`src/compare_pkg.sv`:
```
// Constants shared by the compare output block: offsets, fields, reset values.
// Notes on behaviour
// An n-bit compare register gives 2^n PWM duty settings, lowest is constant low.
// Equal timer and compare width never reach full duty; a one-clock low spike remains.
// Timer 2 pairing puts the spike at period end; compare timer at both ends.
// Mode 0 works with timer 2 registers and with the compare timer's eight registers.
// Mode 1 is only for timer 2 registers; software controls both edges.
// In mode 1 port writes go to a shadow latch, moved to the pin on match.
// While the match signal is active both latches are transparent to writes.
// In mode 1 read-modify-write uses the shadow latch; ordinary reads return pin level.
// In mode 2 port five pins are driven by the set and clear compare registers.
// Set and clear compare registers are 16 bits, always compared with timer 2.
// A set compare match drives high every port five pin enabled in the set mask.
// A clear compare match drives low every port five pin enabled in the clear mask.
// When set and clear matches coincide, the set action wins.
// Port five pins in mode 2 still take software writes and can be read.
// Software selects mode 2 via fourth register mode bits 1,0 and concurrent enables.
// A three-bit field selects how many port five pins carry the compare function.
// Set and clear matches raise interrupts alone, even without the fourth register enabled.
// Reload register and first three compare registers support modes 0 and 1.
// Mode 0 drives high on match, low on overflow; port writes are ignored.
// The timer 2 mode bit picks mode 0 when clear and mode 1 when set.
// Mask bit i maps to port five pin i; pins beyond the count stay ordinary.
package compare_pkg;
  localparam logic [7:0] OFF_CTRL = 8'h00;
  localparam logic [7:0] OFF_T2_EN = 8'h04;
  localparam logic [7:0] OFF_FOURTH = 8'h08;
  localparam logic [7:0] OFF_CT_EN = 8'h0c;
  localparam logic [7:0] OFF_T2_CMP = 8'h10;
  localparam logic [7:0] OFF_SET_CMP = 8'h24;
  localparam logic [7:0] OFF_CLR_CMP = 8'h28;
  localparam logic [7:0] OFF_SET_MASK = 8'h2c;
  localparam logic [7:0] OFF_CLR_MASK = 8'h30;
  localparam logic [7:0] OFF_PORT5 = 8'h34;
  localparam logic [7:0] OFF_PORT1 = 8'h38;
  localparam logic [7:0] OFF_SHADOW = 8'h3c;
  localparam logic [7:0] OFF_EVENTS = 8'h40;
  localparam logic [7:0] OFF_PORT4 = 8'h44;
  localparam logic [7:0] OFF_CT_CMP = 8'h60;
  localparam int CTRL_TIMER2_COMPARE_MODE_SELECT_BIT = 0;
  localparam int FOURTH_MODE_LOW_BIT = 0;
  localparam int FOURTH_MODE_HIGH_BIT = 1;
  localparam int FOURTH_CONC0_BIT = 2;
  localparam int FOURTH_CONC1_BIT = 3;
  localparam int FOURTH_COUNT_LSB = 4;
  localparam int EVT_SET_BIT = 0;
  localparam int EVT_CLR_BIT = 1;
  localparam logic [1:0] FOURTH_COMPARE_MODE = 2'h2;
  localparam logic [1:0] CONC_MODE2_CODE = 2'h3;
  localparam logic [15:0] CMP_RESET = 16'h0000;
  localparam logic [7:0] BYTE_RESET = 8'h00;
  localparam logic [7:0] PORT_RESET = 8'hff;
  localparam logic [31:0] RD_ZERO = 32'h0000_0000;
endpackage

```
`src/compare_output_modes.sv`:
```
// Compare output modes 0, 1 and 2 with an APB register file.
//
// Implementation choices: the placing of the registers and the APB register port.
`timescale 1ns/10ps
`default_nettype none
module compare_output_modes #(
  parameter int W = 16,
  parameter int T2_REGS = 5,
  parameter int CT_REGS = 8,
  parameter int P5_PINS = 8
) (
  // APB
  input wire logic pclk,
  input wire logic presetn,
  input wire logic psel,
  input wire logic penable,
  input wire logic pwrite,
  input wire logic [7:0] paddr,
  input wire logic [31:0] pwdata,
  output logic [31:0] prdata,
  output logic pready,
  output logic pslverr,
  // Timers, synchronous counts
  input wire logic [W-1:0] t2_count,
  input wire logic [W-1:0] ct_count,
  // Pin levels seen by reads
  input wire logic [T2_REGS-1:0] port1_pin_in,
  input wire logic [P5_PINS-1:0] port5_pin_in,
  // Compare outputs
  output logic [T2_REGS-1:0] port1_out,
  output logic [CT_REGS-1:0] port4_out,
  output logic [P5_PINS-1:0] port5_out,
  output logic set_match_irq,
  output logic clr_match_irq
);
  ////////////////////////////////////////////////////////////////////////
  logic access;
  logic wr;
  logic rd_first;
  logic hit;
  logic pready_q;
  logic [31:0] prdata_q;
  logic pslverr_q;
  logic [31:0] rd_data;

  logic timer2_compare_mode_select_q;
  logic [T2_REGS-1:0] t2_en_q;
  logic [7:0] fourth_q;
  logic [CT_REGS-1:0] ct_en_q;
  logic [W-1:0] t2_cmp_q [T2_REGS];
  logic [W-1:0] ct_cmp_q [CT_REGS];
  logic [W-1:0] set_cmp_q;
  logic [W-1:0] clr_cmp_q;
  logic [7:0] set_mask_q;
  logic [7:0] clr_mask_q;
  logic [T2_REGS-1:0] port1_latch_q;
  logic [CT_REGS-1:0] port4_latch_q;
  logic [P5_PINS-1:0] port5_q;
  logic [1:0] events_q;

  logic [T2_REGS-1:0] t2_eq;
  logic [T2_REGS-1:0] t2_pwm;
  logic [T2_REGS-1:0] shadow;
  logic [T2_REGS-1:0] m1_port;
  logic [T2_REGS-1:0] m1_wr;
  logic [CT_REGS-1:0] ct_pwm;
  logic set_eq;
  logic clr_eq;
  logic set_eq_q;
  logic clr_eq_q;
  logic set_hit;
  logic clr_hit;
  logic mode2_on;
  logic [2:0] pin_count;
  logic [P5_PINS-1:0] pin_sel;
  logic [P5_PINS-1:0] port5_d;
  logic port1_wr;

  ////////////////////////////////////////////////////////////////////////
  // APB handshake: one wait state, so every access takes three cycles
  assign access = psel && penable;
  assign rd_first = access && !pready_q;
  assign hit = access && pready_q;
  assign wr = hit && pwrite;

  always_ff @(posedge pclk or negedge presetn) begin
    if (!presetn) begin
      pready_q <= 1'b0;
    end else begin
      pready_q <= rd_first;
    end
  end

  always_ff @(posedge pclk or negedge presetn) begin
    if (!presetn) begin
      prdata_q <= compare_pkg::RD_ZERO;
      pslverr_q <= 1'b0;
    end else if (rd_first) begin
      prdata_q <= pwrite ? compare_pkg::RD_ZERO : rd_data;
      pslverr_q <= !addr_ok(paddr);
    end else if (!access) begin
      pslverr_q <= 1'b0;
    end
  end

  assign prdata = prdata_q;
  assign pready = pready_q;
  assign pslverr = pslverr_q;

  function automatic logic addr_ok(input logic [7:0] a);
    logic ok;
    ok = (a <= compare_pkg::OFF_PORT4) && (a[1:0] == 2'h0);
    ok = ok && !((a >= 8'(compare_pkg::OFF_T2_CMP + 8'(4 * T2_REGS))) &&
                 (a < compare_pkg::OFF_SET_CMP));
    ok = ok || ((a >= compare_pkg::OFF_CT_CMP) && (a[1:0] == 2'h0) &&
                (a < 8'(compare_pkg::OFF_CT_CMP + 8'(4 * CT_REGS))));
    return ok;
  endfunction

  ////////////////////////////////////////////////////////////////////////
  // Configuration registers
  always_ff @(posedge pclk or negedge presetn) begin
    if (!presetn) begin
      timer2_compare_mode_select_q <= 1'b0;
      t2_en_q <= '0;
      fourth_q <= compare_pkg::BYTE_RESET;
      ct_en_q <= '0;
    end else if (wr) begin
      if (paddr == compare_pkg::OFF_CTRL) begin
        timer2_compare_mode_select_q <= pwdata[compare_pkg::CTRL_TIMER2_COMPARE_MODE_SELECT_BIT];
      end
      if (paddr == compare_pkg::OFF_T2_EN) begin
        t2_en_q <= pwdata[T2_REGS-1:0];
      end
      if (paddr == compare_pkg::OFF_FOURTH) begin
        fourth_q <= pwdata[7:0];
      end
      if (paddr == compare_pkg::OFF_CT_EN) begin
        ct_en_q <= pwdata[CT_REGS-1:0];
      end
    end
  end

  always_ff @(posedge pclk or negedge presetn) begin
    if (!presetn) begin
      set_cmp_q <= compare_pkg::CMP_RESET;
      clr_cmp_q <= compare_pkg::CMP_RESET;
      set_mask_q <= compare_pkg::BYTE_RESET;
      clr_mask_q <= compare_pkg::BYTE_RESET;
    end else if (wr) begin
      if (paddr == compare_pkg::OFF_SET_CMP) begin
        set_cmp_q <= pwdata[W-1:0];
      end
      if (paddr == compare_pkg::OFF_CLR_CMP) begin
        clr_cmp_q <= pwdata[W-1:0];
      end
      if (paddr == compare_pkg::OFF_SET_MASK) begin
        set_mask_q <= pwdata[7:0];
      end
      if (paddr == compare_pkg::OFF_CLR_MASK) begin
        clr_mask_q <= pwdata[7:0];
      end
    end
  end

  always_ff @(posedge pclk or negedge presetn) begin
    if (!presetn) begin
      for (int i = 0; i < T2_REGS; i++) begin
        t2_cmp_q[i] <= compare_pkg::CMP_RESET;
      end
    end else if (wr) begin
      for (int i = 0; i < T2_REGS; i++) begin
        if (paddr == 8'(compare_pkg::OFF_T2_CMP + 8'(4 * i))) begin
          t2_cmp_q[i] <= pwdata[W-1:0];
        end
      end
    end
  end

  always_ff @(posedge pclk or negedge presetn) begin
    if (!presetn) begin
      for (int i = 0; i < CT_REGS; i++) begin
        ct_cmp_q[i] <= compare_pkg::CMP_RESET;
      end
    end else if (wr) begin
      for (int i = 0; i < CT_REGS; i++) begin
        if (paddr == 8'(compare_pkg::OFF_CT_CMP + 8'(4 * i))) begin
          ct_cmp_q[i] <= pwdata[W-1:0];
        end
      end
    end
  end

  ////////////////////////////////////////////////////////////////////////
  // Timer 2 channels: mode 0 PWM or mode 1 latch pair per register
  assign port1_wr = wr && (paddr == compare_pkg::OFF_PORT1);

  genvar g;
  generate
    for (g = 0; g < T2_REGS; g++) begin : g_t2
      assign t2_eq[g] = (t2_count == t2_cmp_q[g]);
      // Writes reach the pair only in mode 1; mode 0 ignores the port
      assign m1_wr[g] = port1_wr && t2_en_q[g] && timer2_compare_mode_select_q; // see R5

      pwm_compare_channel #(
        .W(W),
        .SPIKE_BOTH(1'b0)
      ) u_pwm (
        .pclk(pclk),
        .presetn(presetn),
        .count(t2_count),
        .cmp(t2_cmp_q[g]),
        .pwm_q(t2_pwm[g])
      ); // see R4

      shadow_latch_pair u_pair (
        .pclk(pclk),
        .presetn(presetn),
        .wr_en(m1_wr[g]),
        .wr_val(pwdata[g]),
        .match(t2_eq[g] && t2_en_q[g] && timer2_compare_mode_select_q),
        .shadow_q(shadow[g]),
        .port_q(m1_port[g])
      ); // see R6
    end
  endgenerate

  // Plain port latch, used while compare is disabled on a pin
  always_ff @(posedge pclk or negedge presetn) begin
    if (!presetn) begin
      port1_latch_q <= '1;
    end else if (port1_wr) begin
      for (int i = 0; i < T2_REGS; i++) begin
        if (!t2_en_q[i]) begin
          port1_latch_q[i] <= pwdata[i];
        end
      end
    end
  end

  always_ff @(posedge pclk or negedge presetn) begin
    if (!presetn) begin
      port1_out <= '1;
    end else begin
      for (int i = 0; i < T2_REGS; i++) begin
        if (!t2_en_q[i]) begin
          port1_out[i] <= port1_latch_q[i];
        end else if (timer2_compare_mode_select_q) begin
          port1_out[i] <= m1_port[i]; // see R5
        end else begin
          port1_out[i] <= t2_pwm[i]; // see R19
        end
      end
    end
  end

  ////////////////////////////////////////////////////////////////////////
  // Compare timer channels, mode 0 only
  generate
    for (g = 0; g < CT_REGS; g++) begin : g_ct
      pwm_compare_channel #(
        .W(W),
        .SPIKE_BOTH(1'b1)
      ) u_pwm (
        .pclk(pclk),
        .presetn(presetn),
        .count(ct_count),
        .cmp(ct_cmp_q[g]),
        .pwm_q(ct_pwm[g])
      ); // see R3
    end
  endgenerate

  always_ff @(posedge pclk or negedge presetn) begin
    if (!presetn) begin
      port4_latch_q <= '1;
    end else if (wr && (paddr == compare_pkg::OFF_PORT4)) begin
      port4_latch_q <= pwdata[CT_REGS-1:0];
    end
  end

  always_ff @(posedge pclk or negedge presetn) begin
    if (!presetn) begin
      port4_out <= '1;
    end else begin
      for (int i = 0; i < CT_REGS; i++) begin
        port4_out[i] <= ct_en_q[i] ? ct_pwm[i] : port4_latch_q[i];
      end
    end
  end

  ////////////////////////////////////////////////////////////////////////
  // Mode 2: set and clear registers against timer 2
  assign set_eq = (t2_count == set_cmp_q);
  assign clr_eq = (t2_count == clr_cmp_q);
  // Edge of equality, so a stalled timer does not keep firing
  assign set_hit = set_eq && !set_eq_q;
  assign clr_hit = clr_eq && !clr_eq_q;

  always_ff @(posedge pclk or negedge presetn) begin
    if (!presetn) begin
      set_eq_q <= 1'b0;
      clr_eq_q <= 1'b0;
    end else begin
      set_eq_q <= set_eq;
      clr_eq_q <= clr_eq;
    end
  end

  assign mode2_on = t2_en_q[T2_REGS-1] &&
    ({fourth_q[compare_pkg::FOURTH_MODE_HIGH_BIT], fourth_q[compare_pkg::FOURTH_MODE_LOW_BIT]}
     == compare_pkg::FOURTH_COMPARE_MODE) &&
    ({fourth_q[compare_pkg::FOURTH_CONC1_BIT], fourth_q[compare_pkg::FOURTH_CONC0_BIT]}
     == compare_pkg::CONC_MODE2_CODE); // see R9
  assign pin_count = fourth_q[compare_pkg::FOURTH_COUNT_LSB +: 3];

  always_comb begin
    for (int i = 0; i < P5_PINS; i++) begin
      pin_sel[i] = mode2_on && (3'(i) <= pin_count); // see R16
    end
  end

  // Software write first, then clear, then set, so set wins a tie
  always_comb begin
    port5_d = port5_q;
    if (wr && (paddr == compare_pkg::OFF_PORT5)) begin
      port5_d = pwdata[P5_PINS-1:0];
    end
    if (clr_hit) begin
      port5_d = port5_d & ~(clr_mask_q[P5_PINS-1:0] & pin_sel); // see R12
    end
    if (set_hit) begin
      port5_d = port5_d | (set_mask_q[P5_PINS-1:0] & pin_sel); // see R11
    end
  end

  always_ff @(posedge pclk or negedge presetn) begin
    if (!presetn) begin
      port5_q <= compare_pkg::PORT_RESET;
      port5_out <= compare_pkg::PORT_RESET;
    end else begin
      port5_q <= port5_d;
      port5_out <= port5_d;
    end
  end

  ////////////////////////////////////////////////////////////////////////
  // Match events work without mode 2; hardware set beats write-one-clear
  always_ff @(posedge pclk or negedge presetn) begin
    if (!presetn) begin
      events_q <= 2'h0;
      set_match_irq <= 1'b0;
      clr_match_irq <= 1'b0;
    end else begin
      set_match_irq <= set_hit;
      clr_match_irq <= clr_hit;
      for (int i = 0; i < 2; i++) begin
        if (wr && (paddr == compare_pkg::OFF_EVENTS) && pwdata[i]) begin
          events_q[i] <= 1'b0;
        end
      end
      if (set_hit) begin
        events_q[compare_pkg::EVT_SET_BIT] <= 1'b1;
      end
      if (clr_hit) begin
        events_q[compare_pkg::EVT_CLR_BIT] <= 1'b1;
      end
    end
  end

  ////////////////////////////////////////////////////////////////////////
  // Read mux
  always_comb begin
    rd_data = compare_pkg::RD_ZERO;
    case (paddr)
      compare_pkg::OFF_CTRL: rd_data[compare_pkg::CTRL_TIMER2_COMPARE_MODE_SELECT_BIT] = timer2_compare_mode_select_q;
      compare_pkg::OFF_T2_EN: rd_data[T2_REGS-1:0] = t2_en_q;
      compare_pkg::OFF_FOURTH: rd_data[7:0] = fourth_q;
      compare_pkg::OFF_CT_EN: rd_data[CT_REGS-1:0] = ct_en_q;
      compare_pkg::OFF_SET_CMP: rd_data[W-1:0] = set_cmp_q;
      compare_pkg::OFF_CLR_CMP: rd_data[W-1:0] = clr_cmp_q;
      compare_pkg::OFF_SET_MASK: rd_data[7:0] = set_mask_q;
      compare_pkg::OFF_CLR_MASK: rd_data[7:0] = clr_mask_q;
      compare_pkg::OFF_PORT5: rd_data[P5_PINS-1:0] = port5_pin_in;
      compare_pkg::OFF_PORT1: rd_data[T2_REGS-1:0] = port1_pin_in;
      compare_pkg::OFF_SHADOW: rd_data[T2_REGS-1:0] = shadow;
      compare_pkg::OFF_EVENTS: rd_data[1:0] = events_q;
      compare_pkg::OFF_PORT4: rd_data[CT_REGS-1:0] = port4_latch_q;
      default: begin
        for (int i = 0; i < T2_REGS; i++) begin
          if (paddr == 8'(compare_pkg::OFF_T2_CMP + 8'(4 * i))) begin
            rd_data[W-1:0] = t2_cmp_q[i];
          end
        end
        for (int i = 0; i < CT_REGS; i++) begin
          if (paddr == 8'(compare_pkg::OFF_CT_CMP + 8'(4 * i))) begin
            rd_data[W-1:0] = ct_cmp_q[i];
          end
        end
      end
    endcase
  end
endmodule
`default_nettype wire

```
`src/pwm_compare_channel.sv`:
```
// One compare mode 0 channel: PWM level from timer count and compare value.
`timescale 1ns/10ps
`default_nettype none
module pwm_compare_channel #(
  parameter int W = 16,
  parameter bit SPIKE_BOTH = 1'b0
) (
  // Clock and reset
  input wire logic pclk,
  input wire logic presetn,
  // Timer and compare value
  input wire logic [W-1:0] count,
  input wire logic [W-1:0] cmp,
  // Output level
  output logic pwm_q
);
  logic at_top;
  logic hi_d;

  assign at_top = (count == {W{1'b1}});

  // High after the match, low from overflow onward; cmp at top gives 0%
  always_comb begin
    if (SPIKE_BOTH) begin
      hi_d = (count > cmp) && !at_top;
    end else begin
      hi_d = (count >= cmp) && !at_top; // see R1 see R2
    end
  end

  always_ff @(posedge pclk or negedge presetn) begin
    if (!presetn) begin
      pwm_q <= 1'b0;
    end else begin
      pwm_q <= hi_d;
    end
  end
endmodule
`default_nettype wire

```
`src/shadow_latch_pair.sv`:
```
// Compare mode 1 latch pair: software shadow and pin-facing port latch.
`timescale 1ns/10ps
`default_nettype none
module shadow_latch_pair (
  // Clock and reset
  input wire logic pclk,
  input wire logic presetn,
  // Software write and compare signal
  input wire logic wr_en,
  input wire logic wr_val,
  input wire logic match,
  // Latch contents
  output logic shadow_q,
  output logic port_q
);
  logic shadow_d;

  assign shadow_d = wr_en ? wr_val : shadow_q;

  always_ff @(posedge pclk or negedge presetn) begin
    if (!presetn) begin
      shadow_q <= 1'b1;
    end else begin
      shadow_q <= shadow_d;
    end
  end

  // Transparent while match is high, so a write then reaches both
  always_ff @(posedge pclk or negedge presetn) begin
    if (!presetn) begin
      port_q <= 1'b1;
    end else if (match) begin
      port_q <= shadow_d; // see R6
    end
  end
endmodule
`default_nettype wire
```
`config.mk`:
```
export PLATFORM = sky130hd
export DESIGN_NAME = compare_output_modes
export DESIGN_NICKNAME = d
export VERILOG_FILES = /design/src/compare_pkg.sv /design/src/compare_output_modes.sv /design/src/pwm_compare_channel.sv /design/src/shadow_latch_pair.sv
export SDC_FILE = /design/constraint.sdc
export NUM_CORES = 1
export LEC_CHECK = 0
export BUFFER_PORTS_ARGS = -buffer_cell sky130_fd_sc_hd__buf_2
export CAP_MARGIN = 20
export CORE_MARGIN = 8
export CORE_UTILIZATION = 30
export DETAILED_ROUTE_END_ITERATION = 8
export SYNTH_ARGS = -nofsm -noshare
export SYNTH_HDL_FRONTEND = slang
export SYNTH_SLANG_ARGS = --single-unit
```
`constraint.sdc`:
```
create_clock -name pclk -period 5.55 [get_ports pclk]
set_input_delay 0.8325 -clock pclk [delete_from_list [all_inputs] [get_ports pclk]]
set_output_delay 0.8325 -clock pclk [all_outputs]
set_load 0.05 [all_outputs]
```
; ---- Yosys cells after proc, flatten, opt, wreduce, memory -nomap -nowiden
; Index checks and enable logic that the tools add are counted.
[classes]
n_lt_le_gt_ge = 26
eq_ne = 37
n_mux = 51
bitwise = 10
reduce_logical = 101
[op_table]
columns = op, n
row1 = two-way mux 16 bit, 14
row2 = > comparator 16 bit, 8
row3 = == test 16 bit, 7
row4 = "== test 8 x 7 -> 1 bit, second input constant", 10
row5 = >= comparator 16 bit, 5
row6 = "== test 8 x 6 -> 1 bit, second input constant", 8
row7 = logical AND 1 bit, 60
row8 = AND reduction 2 bit, 26
row9 = one-hot mux 3 bit (12 select lines), 1
row10 = "== test 16 bit, second input constant", 2
row11 = "== test 8 x 5 -> 1 bit, second input constant", 4
row12 = two-way mux 1 bit, 29
row13 = one-hot mux 3 bit (9 select lines), 1
row14 = one-hot mux 1 bit (13 select lines), 2
row15 = AND 8 bit, 3
row16 = two-way mux 8 bit, 3
row17 = one-hot mux 8 bit (3 select lines), 1
row18 = "== test 8 x 4 -> 1 bit, second input constant", 2
row19 = "<= comparator 3 bit, first input constant", 4
row20 = OR reduction 11 bit, 1
row21 = "== test 8 x 3 -> 1 bit, second input constant", 1
row22 = ">= comparator 8 x 6 -> 1 bit, second input constant", 1
row23 = ">= comparator 8 x 7 -> 1 bit, second input constant", 1
row24 = "<= comparator 8 x 7 -> 1 bit, second input constant", 1
row25 = other kinds (16), 30
[totals]
ff_bits = 375
input_bits = 90
output_inout_bits = 57
elab_cells = 287

; ---- Depth between registers and ports, before layout
[logic_depth]
ltp_word = 16
depth_mapped = 10
mapped_depth_nobuf = 8

; ---- Modules after synthesis
; A second synthesis with hierarchy kept.
[hier_totals]
hier_cells = 2217
area_unflattened_um2 = 23707.7
[by_module_without_submodules]
columns = mod, instances, cells_each, area_per_inst_um2, seq_area_each_um2
row1 = compare_output_modes, 1, 1400, 17270.3, 8450.6
row2 = pwm_compare_channel at g_ct[0].u_pwm ..., 6, 62, 469.2, 25.0
row3 = pwm_compare_channel at g_t2[0].u_pwm ..., 5, 61, 456.7, 25.0
row4 = pwm_compare_channel at g_ct[6].u_pwm ..., 2, 60, 462.9, 25.0
row5 = shadow_latch_pair, 5, 4, 82.6, 52.6

; ---- Worst setup path after synthesis
; No wires, ideal clock.
[synth_timing]
path_type = input to register
startpoint = input port paddr[0]
endpoint = register clr_cmp_q[10]
arrival_ns = 2.673
setup_slack_ns = 2.752
stages = 8
n_path_buf = 3
path_cell_list = buf_2 > nor2_1 > and2_1 > buf_2 > nand2_1 > nor2_1 > buf_4 > mux2_2
[synth_via]
elab_chain_cells = 2
[synth_rtl]
columns = element, line
row1 = from (decl), compare_output_modes.sv:18  ; input wire logic [7:0] paddr,
row2 = == test 8 x 6 -> 1 bit, compare_output_modes.sv:154  ; if (paddr == compare_pkg::OFF_CLR_CMP) begin
row3 = AND reduction 2 bit (no line), --
row4 = to (signal assigned), compare_output_modes.sv:147  ; clr_cmp_q <= compare_pkg::CMP_RESET;
row5 = to (signal assigned), compare_output_modes.sv:155  ; clr_cmp_q <= pwdata[W-1:0];
row6 = to (decl), compare_output_modes.sv:53  ; logic [W-1:0] clr_cmp_q;
; Every way passes these cells.
; A chain may end at the register's enable or synchronous reset.

; ---- Final worst setup path
[layout_timing]
startpoint = input port paddr[6]
endpoint = register prdata_q[4], in the netlist prdata[4]
[layout_via]
elab_chain_cells = 16
[layout_rtl]
columns = element, line
row1 = == test 8 x 5 -> 1 bit, compare_output_modes.sv:391  ; if (paddr == 8'(compare_pkg::OFF_T2_CMP + 8'(4 * i))) begin
row2 = two-way mux 16 bit (5 in a row), compare_output_modes.sv:391
row3 = two-way mux 16 bit (8 in a row), compare_output_modes.sv:396  ; if (paddr == 8'(compare_pkg::OFF_CT_CMP + 8'(4 * i))) begin
row4 = one-hot mux 3 bit (12 select lines) *, compare_output_modes.sv:375  ; case (paddr)
row5 = two-way mux 16 bit *, compare_output_modes.sv:99  ; prdata_q <= pwrite ? compare_pkg::RD_ZERO : rd_data;
row6 = to (signal assigned), compare_output_modes.sv:96  ; prdata_q <= compare_pkg::RD_ZERO;
row7 = to (signal assigned), compare_output_modes.sv:99
row8 = to (decl), compare_output_modes.sv:42  ; logic [31:0] prdata_q;
; Every way passes the cells marked *; elsewhere a longest branch is shown, timed or not.

==> summary.md <==
| Metric | Value |
|---|---|
| Setup violators final | 0 |
| Core Util, Final | 34.20% |
| Layout cell share with drive strength beyond 1 | 17.34% |
| Post-route ant nets | 0 |
| CP max stage cell | nor2_1 |
| Post-Synth Adder-Cell Area | 11.87% |
| Die ar. | 0.08199 mm2 |
| Max Clock Skew | 27.10 ps |
| Max stage delay on crit path | around 840 ps |
| Final Cell Area | 0.02487 mm2 |
| Critical Path Sink Type | flip-flop |
| VDD IR max | around 0.23 mV |
| CORE AREA | 0.07271 mm2 |
| Largest net degree at the start of global routing | between 100 and 150 |
| CTS sink count | about 360 |
| Grt total ovfl | 0 |
| Slew @ Worst Pin | 1134 ps |
| Max Clk Rate | between 300 and 400 MHz |
| Synth cell types | 76 |
| Max Root-Sink Buffers | 3 |
| First-pass GRT wire length | 118.4 mm |
| Drt wl/cell | around 23 um |
| I/O Pins | 147 |
| Post-Syn Area | 0.02193 mm2 |
| Final hold vios | 0 |
| Max Cap Viol | 0 |
| Leak | about 12 nW |
| Flop-to-flop setup slack | 2920 ps |
| CTS clk-pin slew, worst paths | 60 ps |
| Period minus WS final | 3270 ps |
| DRT met1 WL | between 30 and 40 mm |
| Max-slew violation count | 0 |
| Largest family of logic cells by synthesized area | compound AO/OA/AOI/OAI gates |
| Crit path cell chain | buf_2 > or4b_1 > nor2_1 > o211ai_1 > a22oi_1 > a21oi_1 > a41oi_1 |
| CTS Buf Count | 43 |
| Total Wirelength | approximately 80 mm |
| Final hold slack | 303.5 ps |
| Power per Cell Area | 243.3 mW/mm2 |
| Mux contribution to synthesized area | a little under a tenth |
| Placed instance count | 3328 |
| Post-synthesis compound-gate area fraction | 17.15% |
| Fin nets | 2713 |
| CP max FO | 38 |
| Clock Latency Late Sink | 580 ps |
| Worst setup margin | 2280 ps |
| Pre-CTS setup slack | 1753 ps |
| Filler Cells Inserted | approximately 7400 |
| RSZ-0062 raised after global routing | false |
| Layout Cells excl Fill | 3408 |
| Vias in the first global route | ~18000 |
| Sequential-to-total area share from yosys stat | 41.22% |
| WP data arrival | 3760 ps |
| Fraction of the cycle the final worst path needs | between 50% and 60% |
| Pre-antenna DRT Iters | 6 |
| Die Height | roughly 290 um |
| CTS root buf | clkbuf_16 |
| Synth Register Bits | 359 |
| Vias after detailed routing | ~18000 |
| Met2 WL | approximately 36 mm |
| Initial DRC Count | approximately 1500 |
| Via density | about 5.4 |
| Warnings from Yosys | 0 |
| Fin Setup TNS | 0 ps |
| Required @ worst endpoint | between 6000 and 7000 ps |
| Core Rows | 99 |
| Status | finished clean |
| Port bufs | approximately 110 |
| XOR/XNOR Fraction of Synth Area | under 10% |
| CTS tree | done |
| Kind of critical path | in -> reg |
| Post-CTS Resized | 0 |
| DRC Markers | 0 |
| Power Total | 6.051 mW |
| Post-Synthesis Cells | 2350 |
| Max Used Layer | met5 |
| CTS Hold Bufs | 0 |
| Die width | approximately 290 um |
| Startpoint types | input pin |
| H-tree depth | 2 |
| Initial antenna violation count | 6 |
| Met3 routed WL | roughly 6.2 mm |
| Relative slew slack | 24.21% |
| Placed cell areas | 0.02349 mm2 |
| Syn-to-layout area delta | 13.43% |
| Post-synthesis simple-gate area fraction | 12.86% |
| All-layer global routing usage | 18.94% |
| Initial Util | 30.16% |
| DP HPWL | approximately 57 mm |
| EDFF count, synth | 0 |
| Largest delay contributor family on the critical path | simple AND/OR/NAND/NOR gates |
| Total setup buffers inserted after CTS | 0 |
| Ys async rst share | 100.0% |
| Average instance area after synthesis | around 9.3 um2 |
| Final RePlAce weighted congestion | 0.9394 |
| Type of the most critical hold path | in -> async |
| Post-synth top flop | dfrtp_1 |
| Crit path buf inv count | 1 |
-- logic make-up (layout without fill, tap and decap cells) --
group	Yosys count	count (layout)
muxes	171	171
DFF	359	359
and+or+nand+nor	601	601
buffers and inverters	355	435
adders and majority gates	208	208
AOI/OAI and AO/OA	623	623
xor gates and xnor gates	32	32
other	1	20
-- cell usage after synthesis (all sizes together), types with 5 or more instances --
| master | number | area share [%] |
|---|---|---|
| a21o | 24 | 0.82 |
| nor3 | 33 | 0.78 |
| nor4b | 5 | 0.23 |
| nor2 | 117 | 2.1 |
| a2111oi | 10 | 0.40 |
| nand2b | 7 | 0.20 |
| o2bb2ai | 10 | 0.40 |
| clkbuf | 102 | 1.7 |
| ha | 208 | 12 |
| mux2 | 120 | 6.2 |
| o21ai | 292 | 6.7 |
| o21a | 14 | 0.48 |
| a32oi | 12 | 0.48 |
| o22ai | 18 | 0.51 |
| mux2i | 42 | 1.9 |
| nand4 | 56 | 1.6 |
| or4b | 6 | 0.29 |
| a21oi | 111 | 2.5 |
| nor4 | 16 | 0.46 |
| o211ai | 16 | 0.55 |
| o31ai | 5 | 0.17 |
| buf | 45 | 1.2 |
| xnor2 | 32 | 1.3 |
| mux4 | 9 | 0.92 |
| a211oi | 11 | 0.38 |
| nor2b | 21 | 0.60 |
| a221oi | 12 | 0.48 |
| a22oi | 21 | 0.72 |
| nand2 | 283 | 4.8 |
| o221ai | 13 | 0.52 |
| inv | 208 | 3.6 |
| a22o | 13 | 0.52 |
| a31oi | 11 | 0.31 |
| dfrtp | 315 | 36 |
| nand3 | 24 | 0.55 |
| dfstp | 44 | 5.3 |
-- sequential cells by signal, indices dropped and copies added, names as in the netlist, 16 cells and up --
signal and flops:
ct_cmp_q 128, t2_cmp_q 80, clr_cmp_q 16, prdata 16, set_cmp_q 16
-- metal layers --
| metal | track usage, % | up-vias |
|---|---|---|
| met2 | 30.17 | 727 |
| met3 | 3.282 | 145 |
| met5 | 0 | - |
| met4 | 7.268 | 6 |
| met1 | 25.51 | 9013 |
| li1 | - | 8469 |
-- worst paths after layout --
check	startpoint	cells after the start	to
max in group asynchronous	presetn	2	t2_cmp_q[62]$_DFFE_PN0P_
min in group pclk	set_eq_q$_DFF_PN0_	1	set_match_irq$_DFF_PN0_
hold / removal	presetn	1	ct_cmp_q[101]$_DFFE_PN0P_
setup / recovery	paddr[6]	7	prdata[4]$_DFFE_PN0P_
hold reg to reg	set_eq_q$_DFF_PN0_	1	set_match_irq$_DFF_PN0_
setup reg to reg	pready$_DFF_PN0_	6	g_t2[4].u_pair.port_q$_DFFE_PN1P_
-- power by group --
part           leakage, nW  switching (mW)  internal, mW  total (mW)
Combinational         7.17           0.448         0.147       0.596
Clock                0.678            1.16          1.62        2.78
Sequential            3.81          0.0259          2.65        2.67
-- layout make-up --
type | count | area, um2 | area share (%)
multi-input combinational | 1651 | 11580 | 46.58
sequential | 359 | 9039 | 36.34
antenna | 4 | 10.01 | 0.04025
inverter | 208 | 780.7 | 3.139
timing repair buffer | 152 | 893.4 | 3.592
clock inverter | 8 | 43.79 | 0.1761
tap | 959 | 1200 | 4.825
clock buffer | 67 | 1319 | 5.303
-- placed cells by master (no fill, tap or decap), types with 45 or more instances in the layout --
cell type and count:
o21ai_0 292, nand4_1 56, a21oi_1 111, inv_1 208, mux2_2 115, nor2_1 100, buf_2 112, nand2_1 283
ha_1 208, dfrtp_1 315, clkbuf_16 45
Power figures use the tool's default switching activity.
